[src/include/ldr_pkg.sv]
/*
 * shared constants and types of the display driver reset and initialisation unit:
 * timing counts, default settings, setting-write selectors and the settings carrier.
 * assumes a single 40 MHz ref_clk; nothing else in the chip imports from here.
 */
package ldr_pkg;

	// clock and busy interval after the reset pin rises
	localparam int CLK_PERIOD_PS = 25000;
	localparam int BUSY_TIME_NS = 1000;
	localparam int BUSY_TIME_PS = BUSY_TIME_NS * 1000;
	// longest time rounds down to whole cycles, never under one
	localparam int BUSY_CYC_RAW = BUSY_TIME_PS / CLK_PERIOD_PS;
	localparam int BUSY_CYC = (BUSY_CYC_RAW < 1) ? 1 : BUSY_CYC_RAW;

	// field widths
	localparam int PAGE_W = 2;
	localparam int COL_W = 7;
	localparam int CONTRAST_W = 4;
	localparam int PWM_W = 7;
	localparam int KEY_W = 25;
	localparam int GPO_W = 3;
	localparam int SCAN_W = 4;

	// duty ratio encodings
	typedef enum logic [1:0] {
		LDR_DUTY_1_8 = 2'h0,
		LDR_DUTY_1_9 = 2'h1,
		LDR_DUTY_1_10 = 2'h2
	} ldr_duty_e;

	// which setting a host write targets
	typedef enum logic [3:0] {
		LDR_WR_NONE = 4'h0,
		LDR_WR_DISPLAY = 4'h1,
		LDR_WR_SEG_ORDER = 4'h2,
		LDR_WR_INVERSE = 4'h3,
		LDR_WR_WHOLE_ON = 4'h4,
		LDR_WR_POWER_SAVE = 4'h5,
		LDR_WR_PAGE = 4'h6,
		LDR_WR_COLUMN = 4'h7,
		LDR_WR_CONTRAST = 4'h8,
		LDR_WR_DUTY = 4'h9,
		LDR_WR_PWM_PHASE = 4'hA,
		LDR_WR_PWM_EN = 4'hB,
		LDR_WR_PWM_VALUE = 4'hC,
		LDR_WR_PORT3_SEL = 4'hD
	} ldr_wr_e;

	// control settings held by the unit
	typedef struct packed {
		logic display_on;
		logic seg_reverse;
		logic inverse;
		logic [1:0] whole_on;
		logic power_save;
		logic [PAGE_W-1:0] page;
		logic [COL_W-1:0] column;
		logic [CONTRAST_W-1:0] contrast_level_register;
		ldr_duty_e duty;
		logic [1:0] pwm_phase;
		logic port_pwm_output_enable;
		logic [PWM_W-1:0] pwm_value;
		logic port3_scan_sel;
	} ldr_cfg_s;

	// default values
	localparam logic [CONTRAST_W-1:0] CONTRAST_RST = 4'hF;
	localparam logic [PAGE_W-1:0] PAGE_RST = 2'h0;
	localparam logic [COL_W-1:0] COL_RST = 7'h00;
	localparam logic [1:0] PWM_PHASE_RST = 2'h0;
	localparam logic [PWM_W-1:0] PWM_VALUE_RST = 7'h00;
	localparam logic [KEY_W-1:0] KEY_CLEAR = 25'h0000000;
	localparam logic [KEY_W-1:0] KEY_ALL_ONES = 25'h1FFFFFF;
	localparam logic [GPO_W-1:0] GPO_RST = 3'h0;
	localparam logic [SCAN_W-1:0] SCAN_IDLE = 4'hF;

	localparam ldr_cfg_s CFG_RST = '{
		display_on: 1'b0,
		seg_reverse: 1'b0,
		inverse: 1'b0,
		whole_on: 2'h0,
		power_save: 1'b1,
		page: PAGE_RST,
		column: COL_RST,
		contrast_level_register: CONTRAST_RST,
		duty: LDR_DUTY_1_10,
		pwm_phase: PWM_PHASE_RST,
		port_pwm_output_enable: 1'b0,
		pwm_value: PWM_VALUE_RST,
		port3_scan_sel: 1'b0
	};

	// sequencer states, gray along reset -> busy -> run
	typedef enum logic [1:0] {
		LDR_ST_RESET = 2'b00,
		LDR_ST_BUSY = 2'b01,
		LDR_ST_RUN = 2'b11
	} ldr_state_e;

endpackage

[src/rtl/ldr_busy_timer.sv]
/*
 * busy interval timer: counts a fixed number of ref_clk cycles after a start pulse
 * and raises done for one cycle at the end. assumes start arrives while idle.
 */
`timescale 1ns/1ps
module ldr_busy_timer #(
	parameter int CYCLES = ldr_pkg::BUSY_CYC
) (
	// clock and reset
	input wire logic ref_clk,
	input wire logic rst_n,
	// control
	input wire logic start,
	input wire logic abort,
	// status
	output logic running,
	output logic done
);
	localparam int CW = $clog2(CYCLES + 1);
	localparam logic [CW-1:0] LAST = CW'(CYCLES - 1);

	logic [CW-1:0] count_reg; // cycles elapsed in the interval

	// counter and running flag
	always_ff @(posedge ref_clk) begin
		if (!rst_n || abort) begin
			count_reg <= '0;
			running <= 1'b0;
			done <= 1'b0;
		end else if (start && !running) begin
			// the start edge already counts as the first busy cycle
			count_reg <= CW'(1);
			running <= 1'b1;
			done <= 1'b0;
		end else if (running && count_reg >= LAST) begin
			// interval expired
			running <= 1'b0;
			done <= 1'b1;
		end else begin
			count_reg <= running ? count_reg + CW'(1) : count_reg;
			done <= 1'b0;
		end
	end

endmodule

[src/rtl/ldr_reset_init.sv]
/*
 * reset and initialisation sequencer of a bitmap display driver with key scan.
 * holds control settings, forces pin levels while in reset, and times the busy
 * interval after the hardware reset pin rises. assumes all inputs are synchronous
 * to ref_clk and that the serial decoder presents one setting write per pulse.
 */
//
// Behaviour
// - low supply detect forces internal reset
// - oscillator stopped while reset active
// - display blank, serial link still accepted
// - key scan off, key buffer cleared
// - segments, commons, ports low; scan high
// - port three pin drives low in reset
// - data pin released; key reads all ones
// - busy one microsecond after pin rises
// - software reset restores only listed settings
// - clear shift register, display off, power save
// - normal order, non-inverted, whole-on off
// - page and column addresses go zero
// - contrast all ones, one-in-ten duty
// - PWM phase and frequency cleared
// - PWM off and zero, port three selected
`timescale 1ns/1ps
module ldr_reset_init #(
	parameter int BUSY_CYCLES = ldr_pkg::BUSY_CYC
) (
	// clock and reset
	input wire logic ref_clk,
	input wire logic rst_n,
	// reset sources
	input wire logic supply_detect_signal,
	input wire logic hw_reset_pin_n,
	// host setting writes from the serial decoder
	input wire logic sw_reset_cmd,
	input wire ldr_pkg::ldr_wr_e cfg_wr_sel,
	input wire logic [7:0] cfg_wr_data,
	// key scan result from the scan engine
	input wire logic key_result_valid,
	input wire logic [ldr_pkg::KEY_W-1:0] key_result,
	// sequencer status
	output logic internal_reset,
	output logic busy,
	output logic osc_enable,
	output logic serial_accept,
	output logic serial_shift_clear,
	output logic key_scan_enable,
	// settings
	output ldr_pkg::ldr_cfg_s cfg,
	// key data seen by the host
	output logic [ldr_pkg::KEY_W-1:0] key_read_data,
	// pin control
	output logic drivers_force_low,
	output logic display_blank,
	output logic [ldr_pkg::GPO_W-1:0] general_output_ports,
	output logic port3_or_scan0_pin,
	output logic [ldr_pkg::SCAN_W-1:0] key_scan_drive_pins,
	output logic serial_data_io_oe
);
	ldr_pkg::ldr_state_e state_reg; // sequencer state
	ldr_pkg::ldr_state_e state_next;
	logic reset_src; // either reset source active
	logic timer_running;
	logic timer_done;
	logic [ldr_pkg::KEY_W-1:0] key_buf_reg; // key data buffer
	logic in_reset; // reset or busy entered at the next edge

	assign reset_src = supply_detect_signal || !hw_reset_pin_n;
	assign in_reset = (state_next != ldr_pkg::LDR_ST_RUN);

	// busy interval timer, started when both reset sources release
	ldr_busy_timer #(
		.CYCLES(BUSY_CYCLES)
	) u_busy (
		.ref_clk(ref_clk),
		.rst_n(rst_n),
		.start(state_reg == ldr_pkg::LDR_ST_RESET && !reset_src),
		.abort(reset_src),
		.running(timer_running),
		.done(timer_done)
	);

	// next state of the sequencer
	always_comb begin
		state_next = state_reg;
		unique case (state_reg)
			// held until both sources release
			ldr_pkg::LDR_ST_RESET: begin
				if (!reset_src) begin
					state_next = ldr_pkg::LDR_ST_BUSY;
				end
			end
			ldr_pkg::LDR_ST_BUSY: begin
				if (reset_src) begin
					state_next = ldr_pkg::LDR_ST_RESET;
				end else if (timer_done) begin
					state_next = ldr_pkg::LDR_ST_RUN;
				end
			end
			// normal operation
			ldr_pkg::LDR_ST_RUN: begin
				if (reset_src) begin
					state_next = ldr_pkg::LDR_ST_RESET;
				end
			end
			default: begin
				state_next = ldr_pkg::LDR_ST_RESET;
			end
		endcase
	end

	// state register
	always_ff @(posedge ref_clk) begin
		if (!rst_n) begin
			state_reg <= ldr_pkg::LDR_ST_RESET;
		end else begin
			state_reg <= state_next;
		end
	end

	// sequencer status outputs
	always_ff @(posedge ref_clk) begin
		if (!rst_n) begin
			internal_reset <= 1'b1;
			busy <= 1'b0;
			osc_enable <= 1'b0;
			key_scan_enable <= 1'b0;
			serial_shift_clear <= 1'b1;
		end else begin
			// asserted by the next edge, released in step with state
			internal_reset <= (state_next == ldr_pkg::LDR_ST_RESET);
			busy <= (state_next == ldr_pkg::LDR_ST_BUSY);
			osc_enable <= !in_reset;
			key_scan_enable <= !in_reset;
			serial_shift_clear <= (state_next == ldr_pkg::LDR_ST_RESET);
		end
	end

	// serial link stays open, even during reset
	always_ff @(posedge ref_clk) begin
		if (!rst_n) begin
			serial_accept <= 1'b1;
		end else begin
			serial_accept <= 1'b1;
		end
	end

	// settings register: defaults on reset, partial restore on software reset
	always_ff @(posedge ref_clk) begin
		if (!rst_n || in_reset) begin
			cfg <= ldr_pkg::CFG_RST;
		end else if (sw_reset_cmd) begin
			// only addresses, contrast, duty, pwm and port select
			cfg.page <= ldr_pkg::CFG_RST.page;
			cfg.column <= ldr_pkg::CFG_RST.column;
			cfg.contrast_level_register <= ldr_pkg::CFG_RST.contrast_level_register;
			cfg.duty <= ldr_pkg::CFG_RST.duty;
			cfg.pwm_phase <= ldr_pkg::CFG_RST.pwm_phase;
			cfg.port_pwm_output_enable <= ldr_pkg::CFG_RST.port_pwm_output_enable;
			cfg.pwm_value <= ldr_pkg::CFG_RST.pwm_value;
			cfg.port3_scan_sel <= ldr_pkg::CFG_RST.port3_scan_sel;
		end else begin
			// host setting writes
			unique case (cfg_wr_sel)
				ldr_pkg::LDR_WR_NONE: begin
				end
				ldr_pkg::LDR_WR_DISPLAY: cfg.display_on <= cfg_wr_data[0];
				ldr_pkg::LDR_WR_SEG_ORDER: cfg.seg_reverse <= cfg_wr_data[0];
				ldr_pkg::LDR_WR_INVERSE: cfg.inverse <= cfg_wr_data[0];
				ldr_pkg::LDR_WR_WHOLE_ON: cfg.whole_on <= cfg_wr_data[1:0];
				ldr_pkg::LDR_WR_POWER_SAVE: cfg.power_save <= cfg_wr_data[0];
				ldr_pkg::LDR_WR_PAGE: cfg.page <= cfg_wr_data[ldr_pkg::PAGE_W-1:0];
				ldr_pkg::LDR_WR_COLUMN: cfg.column <= cfg_wr_data[ldr_pkg::COL_W-1:0];
				ldr_pkg::LDR_WR_CONTRAST: begin
					cfg.contrast_level_register <= cfg_wr_data[ldr_pkg::CONTRAST_W-1:0];
				end
				ldr_pkg::LDR_WR_DUTY: begin
					// illegal code keeps the current duty
					if (cfg_wr_data[1:0] != 2'h3) begin
						cfg.duty <= ldr_pkg::ldr_duty_e'(cfg_wr_data[1:0]);
					end
				end
				ldr_pkg::LDR_WR_PWM_PHASE: cfg.pwm_phase <= cfg_wr_data[1:0];
				ldr_pkg::LDR_WR_PWM_EN: cfg.port_pwm_output_enable <= cfg_wr_data[0];
				ldr_pkg::LDR_WR_PWM_VALUE: cfg.pwm_value <= cfg_wr_data[ldr_pkg::PWM_W-1:0];
				ldr_pkg::LDR_WR_PORT3_SEL: cfg.port3_scan_sel <= cfg_wr_data[0];
				default: begin
				end
			endcase
		end
	end

	// key data buffer
	always_ff @(posedge ref_clk) begin
		if (!rst_n || in_reset) begin
			key_buf_reg <= ldr_pkg::KEY_CLEAR;
		end else if (key_result_valid) begin
			key_buf_reg <= key_result;
		end
	end

	// key data as the host reads it
	always_ff @(posedge ref_clk) begin
		if (!rst_n || in_reset) begin
			// released data line reads as all ones
			key_read_data <= ldr_pkg::KEY_ALL_ONES;
		end else begin
			key_read_data <= key_result_valid ? key_result : key_buf_reg;
		end
	end

	// pin levels
	always_ff @(posedge ref_clk) begin
		if (!rst_n || in_reset) begin
			// drivers and ports low, scan lines high
			drivers_force_low <= 1'b1;
			general_output_ports <= ldr_pkg::GPO_RST;
			key_scan_drive_pins <= ldr_pkg::SCAN_IDLE;
			// shared pin as general output, low
			port3_or_scan0_pin <= 1'b0;
			serial_data_io_oe <= 1'b0;
			display_blank <= 1'b1;
		end else begin
			drivers_force_low <= 1'b0;
			// steady port level follows the pwm enable; modulation lies outside
			general_output_ports <= {ldr_pkg::GPO_W{cfg.port_pwm_output_enable}};
			key_scan_drive_pins <= ldr_pkg::SCAN_IDLE;
			port3_or_scan0_pin <= cfg.port3_scan_sel ? 1'b1
				: cfg.port_pwm_output_enable;
			serial_data_io_oe <= 1'b0;
			display_blank <= !cfg.display_on;
		end
	end

	// a reset source is seen by the next edge
	reset_seen_a: assert property (@(posedge ref_clk) disable iff (!rst_n)
		reset_src |=> internal_reset)
		else $error("reset source not followed by internal reset");

	// supply detector alone resets
	supply_reset_a: assert property (@(posedge ref_clk) disable iff (!rst_n)
		supply_detect_signal |=> internal_reset && !osc_enable)
		else $error("supply detect did not reset");

	// oscillator never runs while reset or busy
	osc_stopped_a: assert property (@(posedge ref_clk) disable iff (!rst_n)
		(internal_reset || busy) |-> !osc_enable)
		else $error("oscillator enabled during reset");

	// cycles spent busy, helper for the interval check
	logic [15:0] busy_cnt_reg;
	always_ff @(posedge ref_clk) begin
		if (!rst_n || !busy) begin
			busy_cnt_reg <= '0;
		end else if (busy_cnt_reg != '1) begin
			busy_cnt_reg <= busy_cnt_reg + 16'h0001;
		end
	end

	// busy lasts exactly the interval after the pin rises
	busy_length_a: assert property (@(posedge ref_clk) disable iff (!rst_n)
		($fell(busy) && !internal_reset) |-> int'(busy_cnt_reg) == BUSY_CYCLES)
		else $error("busy interval has wrong length");

	// run reached within 60 cycles of eight quiet ones once sources are quiet
	busy_end_a: assert property (@(posedge ref_clk) disable iff (!rst_n)
		($fell(internal_reset) && !reset_src) ##1 (!reset_src) [*8]
		|-> ##[1:60] (!busy || reset_src))
		else $error("busy did not end");

	// pins at their reset levels
	pin_levels_a: assert property (@(posedge ref_clk) disable iff (!rst_n)
		internal_reset |-> drivers_force_low && general_output_ports == 3'h0
		&& key_scan_drive_pins == 4'hF && !port3_or_scan0_pin && !serial_data_io_oe)
		else $error("pin levels wrong in reset");

	// key data and scanning in reset
	key_clear_a: assert property (@(posedge ref_clk) disable iff (!rst_n)
		internal_reset |=> !key_scan_enable && key_read_data == 25'h1FFFFFF)
		else $error("key state wrong in reset");

	// defaults held after reset
	cfg_default_a: assert property (@(posedge ref_clk) disable iff (!rst_n)
		internal_reset |-> cfg.contrast_level_register == 4'hF
		&& cfg.duty == ldr_pkg::LDR_DUTY_1_10 && cfg.power_save && !cfg.display_on)
		else $error("defaults not loaded");

	// software reset leaves display and power save untouched
	sw_partial_a: assert property (@(posedge ref_clk) disable iff (!rst_n)
		(sw_reset_cmd && !in_reset) |=> cfg.column == 7'h00 && cfg.page == 2'h0
		&& $stable(cfg.display_on) && $stable(cfg.power_save) && $stable(cfg.inverse))
		else $error("software reset wrong scope");

endmodule
[config.mk]
export PLATFORM = sky130hd
export DESIGN_NAME = ldr_reset_init
export DESIGN_NICKNAME = d
export VERILOG_FILES = /design/src/include/ldr_pkg.sv /design/src/rtl/ldr_busy_timer.sv /design/src/rtl/ldr_reset_init.sv
export SDC_FILE = /design/constraint.sdc
export NUM_CORES = 1
export LEC_CHECK = 0
export ABC_AREA = 1
export BUFFER_PORTS_ARGS = -buffer_cell sky130_fd_sc_hd__buf_2
export CORE_ASPECT_RATIO = 0.7
export CORE_MARGIN = 5
export CORE_UTILIZATION = 39
export CTS_BUF_LIST = sky130_fd_sc_hd__clkbuf_8
export DETAILED_ROUTE_END_ITERATION = 16
export GPL_TIMING_DRIVEN = 0
export PLACE_DENSITY_LB_ADDON = 0.2
export SLEW_MARGIN = 20
export SYNTH_ARGS = -nofsm -noshare
export SYNTH_HDL_FRONTEND = slang
export SYNTH_HIERARCHICAL = 1
export SYNTH_SLANG_ARGS = --single-unit
export TNS_END_PERCENT = 5
[constraint.sdc]
create_clock -name ref_clk -period 1.6 [get_ports ref_clk]
set_clock_uncertainty 0.2 [all_clocks]
set_input_delay 0.24 -clock ref_clk [delete_from_list [all_inputs] [get_ports ref_clk]]
set_output_delay 0.24 -clock ref_clk [all_outputs]
set_load 0.01 [all_outputs]
==> flow_summary.ini, run 1 <==
[worst_setup_path]
crit_type = input pin to flip-flop
rrSetupSlack_ps = 120
cp.arrival_ps = 1570
endpoint_kind = flip-flop
r2r_cells = 8
crit_path_top_delay_cell = dlygate4sd3_1
worst_setup_path_start_kind = input pin
required_ps = 1640
path_cells = dlygate4sd3_1 > buf_2 > inv_1 > nor2_4 > nand2_4 > clkinv_2 > buf_4 > nand2_1
slowest_delay_ps = 530
crit_fanout = 10

[layout]
multi_input_area_um2 = 1360
final-seq-area_um2 = 1980
final_common_cell = buf_2
drive_gt1_frac = 0.306
fin_area_um2 = 4920
final_nets = 611
num_antenna_cells = 0
fill_cells = 860
syn_to_final_growth_pct = 35.6
final_cell_mix = buf_2, dfxtp_1, nand2_1, nor2_1, dlygate4sd3_1
fin_cells = 695
largest_reg_flops = 32
postLayoutCoreUtil = 0.543

[drt]
post_drt_wl_per_cell_um = 12.3
vias = 3039
antenna_left = 0
wl_mm = 8.56
first_pass_iters = 4
routed_via_density = 4.37
dr.first_iter.drc_count = 90
drc = 0

[worst_hold_path]
min_path_cells = 4
hold_class = input pin to flip-flop

[logic_synthesis]
yosysWarnings = 6
syn_avg_cell_area_um2 = 8.86
synth-seq-cells = 99
synthTopCellsByArea = dfxtp_1, nand2_1, mux2i_1
synth.top_cell.area_share = 0.546
synthesis.area_um2 = 3630
synthDistinctLibCells = 29
syn-instance-count = 410
yosys.area.top_type = dfxtp_1
yosysSeqAreaShare = 0.546

[timing]
min_period_ps = 1530
tns_ps = 0
fin_crit_sh = 0.954
finalHoldViolCount = 0
drv_slew = 0
max_freq_mhz = 655
setup_viol = 0
whs_ps = 80.8
rsz0062_at_grt = false

[global_routing]
antenna_found_initial = 0
grt_pass1_vias = 3068
grt_usage = 0.153
gr-total-overflow = 0
grt_max_degree = 17
grt_pass1_wl_mm = 14.3

[placement]
dpl.hpwl_mm = 6.31
portBuffers = 107
gp_congestion = 0.759
dp_cells = 645
post_dp_cell_area_um2 = 4340

[clock_tree]
clock_tree.buffer_depth = 2
clock_sinks = 99
cts_max_level = 3
cts-root-buf = clkbuf_8
path_clk_slew_ps = 90
cts_setup_buffers = 0
clock_latency_ps = 360
cts_tree = yes
numCtsBuffers = 9

[floorplan]
row_count = 29
fp.dieH_um = 90.7
dieWidth_um = 125
core_area_um2 = 9070
initial_core_util = 0.400
die_area_um2 = 11400
io_pins = 117

[run_status]
run_status = finished, final reports clean

[pwr]
p_leak_nw = 2.18
ir_worst_vdd_uv = 567
powerDensity_nw_per_um2 = 946

[job]
maxCapViolCount = 0
==> worst paths after layout <==
path	startpoint	endpoint
setup reg to reg	u_busy/count_reg[0]	u_busy/count_reg[0]
hold reg to reg	cfg[31]	display_blank
hold / removal	cfg_wr_sel[2]	cfg[8]
setup / recovery	rst_n	key_read_data[10]
==> cell type report <==
cell class	count	area share
Timing Repair Buffer	141	0.178
Buffer	26	0.0381
Tap cell	124	0.0315
Clock inverter	7	0.0236
Multi-Input combinational cell	258	0.277
Sequential cell	99	0.403
Inverter	31	0.0239
Clock buffer	9	0.0252
==> synth_stat cells <==
master / count
nand4_1: 7
buf_6: 1
clkinv_2: 1
inv_2: 4
xor2_1: 1
nor2_1: 46
conb_1: 2
dfxtp_1: 99
o21ai_2: 1
nand3_1: 31
nor2_4: 2
nor2_2: 5
clkinv_1: 2
buf_2: 7
nand2_2: 1
nor3_1: 2
inv_1: 24
a21oi_1: 26
a21oi_2: 2
o21bai_1: 1
ha_1: 2
buf_4: 17
mux2i_1: 25
clkbuf_8: 1
nand3_2: 1
nand2_1: 91
nor2_8: 2
nand2_4: 4
o21ai_0: 2
==> per-layer routing <==
metal	part of all wire	GRT usage	vias up
met5	0	0	-
met1	0.47	0.196	1354
li1	-	-	1600
met4	0.0090	0.0388	0
met2	0.45	0.245	77
met3	0.071	0.0585	8
==> per-stage QoR <==
| step | worst slack (ps) | power (W) |
|---|---|---|
| global placement | 99.2 | 0.00277 |
| finish | 73.6 | 0.00466 |
| detailed placement | 80.8 | 0.00277 |
| global route | 3.30 | 0.00486 |
| floorplan | 233 | 0.00268 |
| CTS | 26.6 | 0.00473 |
==> kinds of logic (layout without fill, tap and decap cells) <==
group                      count (synthesis)  in the layout  share of synthesized area
AOI/OAI and AO/OA                         32             32                     0.0479
xor gates and xnor gates                   1              1                    0.00241
other                                      2              6                    0.00207
buffers and inverters                     57            214                     0.0841
muxes                                     25             25                     0.0689
DFF                                       99             99                      0.546
and+or+nand+nor                          192            192                      0.242
adders and majority gates                  2              2                    0.00689
==> worst max-delay path: cells and delay by family <==
kind	cells	cell delay (ps)
and+or+nand+nor	3	350
buffers and inverters	5	990
==> report_power, final <==
part | switching [W] | internal, W | total, W
logic | 0.000154 | 0.000155 | 0.000309
clock network | 0.000847 | 0.00104 | 0.00188
registers | 0.00000251 | 0.00247 | 0.00247
==> what timing repair did <==
item	in CTS	in global routing
endpoints found under the hold margin	73	0
hold buffers	34	0
setup endpoints to repair	0	27
gates resized for setup	0	4
No activity file was read; power rests on OpenSTA's default activity.
==> run 2, diff against run 1 <==
- REMOVE_ABC_BUFFERS: unset -> 1
==> flow_summary.ini, run 2 (synthesis gave the netlist of run 1 again) <==
[worst_setup_path]
reg2reg_from = u_busy/count_reg[0]
r2r_cells = 7
cp.arrival_ps = 1540
rrSetupSlack_ps = 110
crit_path_top_delay_cell = dfxtp_2
worst_setup_path_start_kind = flip-flop
crit_fanout = 8
path_cells = ha_1 > o21ai_2 > nand2_2 > nand2_4 > nand2_4 > nand2_1 > a21oi_1
crit_type = flip-flop to flip-flop
slowest_delay_ps = 360
cp_common_cell = nand2_4
endpoint_kind = flip-flop
r2r-end = u_busy/count_reg[4]
required_ps = 1640

[timing]
drv_slew = 0
slew_headroom = 0.500
finalHoldViolCount = 0
tightest_slew_ps = 751
min_period_ps = 1490
setup_viol = 0
fin_crit_sh = 0.934
max_freq_mhz = 669
layout_setup_ws_ps = 105
whs_ps = 25.5
rsz0062_at_grt = false

[clock_tree]
clock_latency_ps = 360
path_clk_slew_ps = 100
clock_sinks = 99
cts-root-buf = clkbuf_8
cts_tree = yes
clock_tree.buffer_depth = 2
cts_max_level = 3
numCtsBuffers = 9

[layout]
final-seq-area_um2 = 1980
final_nets = 588
syn_to_final_growth_pct = 31.0
multi_input_area_um2 = 1400
final_cell_mix = buf_2, dfxtp_1, nand2_1, nor2_1, dlygate4sd3_1
fin_area_um2 = 4760
drive_gt1_frac = 0.281
largest_reg_flops = 32
num_antenna_cells = 0
fill_cells = 887
postLayoutCoreUtil = 0.524
final_common_cell = buf_2

[run_status]
run_status = finished, final reports clean

[drt]
drc = 0
first_pass_iters = 4
antenna_left = 0
vias = 3010
routed_via_density = 4.48
dr.first_iter.drc_count = 128
post_drt_wl_per_cell_um = 12.9
wl_mm = 8.67

[worst_hold_path]
hold_class = input pin to flip-flop
min_to = cfg[25]
min_from = cfg_wr_data[1]
min_path_cells = 3

[global_routing]
antenna_found_initial = 0
grt_max_degree = 34
grt_usage = 0.145
gr-total-overflow = 0
grt_pass1_wl_mm = 13.5
grt_pass1_vias = 2894

[floorplan]
core_area_um2 = 9070
dieWidth_um = 125
io_pins = 117
fp.dieH_um = 90.7
die_area_um2 = 11400
initial_core_util = 0.400
row_count = 29

[pwr]
ir_worst_vdd_uv = 514
p_int_w = 0.00338
p_leak_nw = 2.06
p_total_w = 0.00441
switchingPower_w = 0.00103
powerDensity_nw_per_um2 = 928
power_frac_seq = 0.560
combPwrFrac = 0.065
power.share.switching = 0.234
clkPwrFrac = 0.375

[placement]
pre_cts_slack_ps = -417
dpl.hpwl_mm = 5.76
post_dp_cell_area_um2 = 4160
gp_congestion = 0.762
portBuffers = 109

[job]
maxCapViolCount = 0
-- run 2: worst max-delay path by stage --
stage | to | slack [ps] | from
final | u_busy/count_reg[4] | 110 | u_busy/count_reg[0]
after global routing | u_busy/count_reg[0] | 20 | u_busy/count_reg[0]
after CTS | cfg[29] | -40 | state_reg[0]
after detailed placement | cfg[29] | -420 | supply_detect_signal
after global placement | cfg[29] | -390 | supply_detect_signal
after floorplan | cfg[29] | 60 | state_reg[1]
-- run 2: per-stage QoR --
step / TNS, ps / std cells
2_1_floorplan: 0 / 388
3_3_place_gp: -14620 / 621
3_5_place_dp: -16040 / 621
4_1_cts: -309 / 669
5_1_grt: 0 / 672
6_report: 0 / 672
-- run 2: power by group through the flow --
stage	clock (W)	combinational [W]	sequential, W
after floorplan	0	0.000110	0.00253
after global placement	0	0.000218	0.00253
after detailed placement	0	0.000220	0.00253
after CTS	0.00171	0.000284	0.00247
after global routing	0.00180	0.000317	0.00247
final	0.00166	0.000287	0.00247
-- run 2: layout make-up --
| cell class | instances | area share |
|---|---|---|
| sequential | 99 | 0.417 |
| multi-input combinational | 259 | 0.294 |
| tap | 124 | 0.0326 |
| timing repair buffer | 143 | 0.185 |
| clock buffer | 10 | 0.0289 |
| clock inverter | 6 | 0.0153 |
| inverter | 31 | 0.0271 |
-- run 2: what timing repair did --
item                                   4_1_cts  5_1_grt
hold buffers                                32        0
pin swaps                                    0        1
setup buffers                                0        2
setup endpoints to repair                   51       43
gates resized for setup                      5        3
cloned                                       0        1
endpoints found under the hold margin       68        0
-- run 2: worst max-delay path: cells and delay by family (launching register included) --
kind | cells | cell delay, ps
AOI/OAI and AO/OA | 2 | 210
and+or+nand+nor | 4 | 370
adders and majority gates | 1 | 250
DFF | 1 | 360
-- run 2: metal layers --
layer  global-route usage  part of all wire  vias up
met5                    0                 0        -
met1                0.179              0.45     1354
li1                     -                 -     1557
met3               0.0431             0.058       19
met4               0.0578             0.022        0
met2                0.238              0.47       80
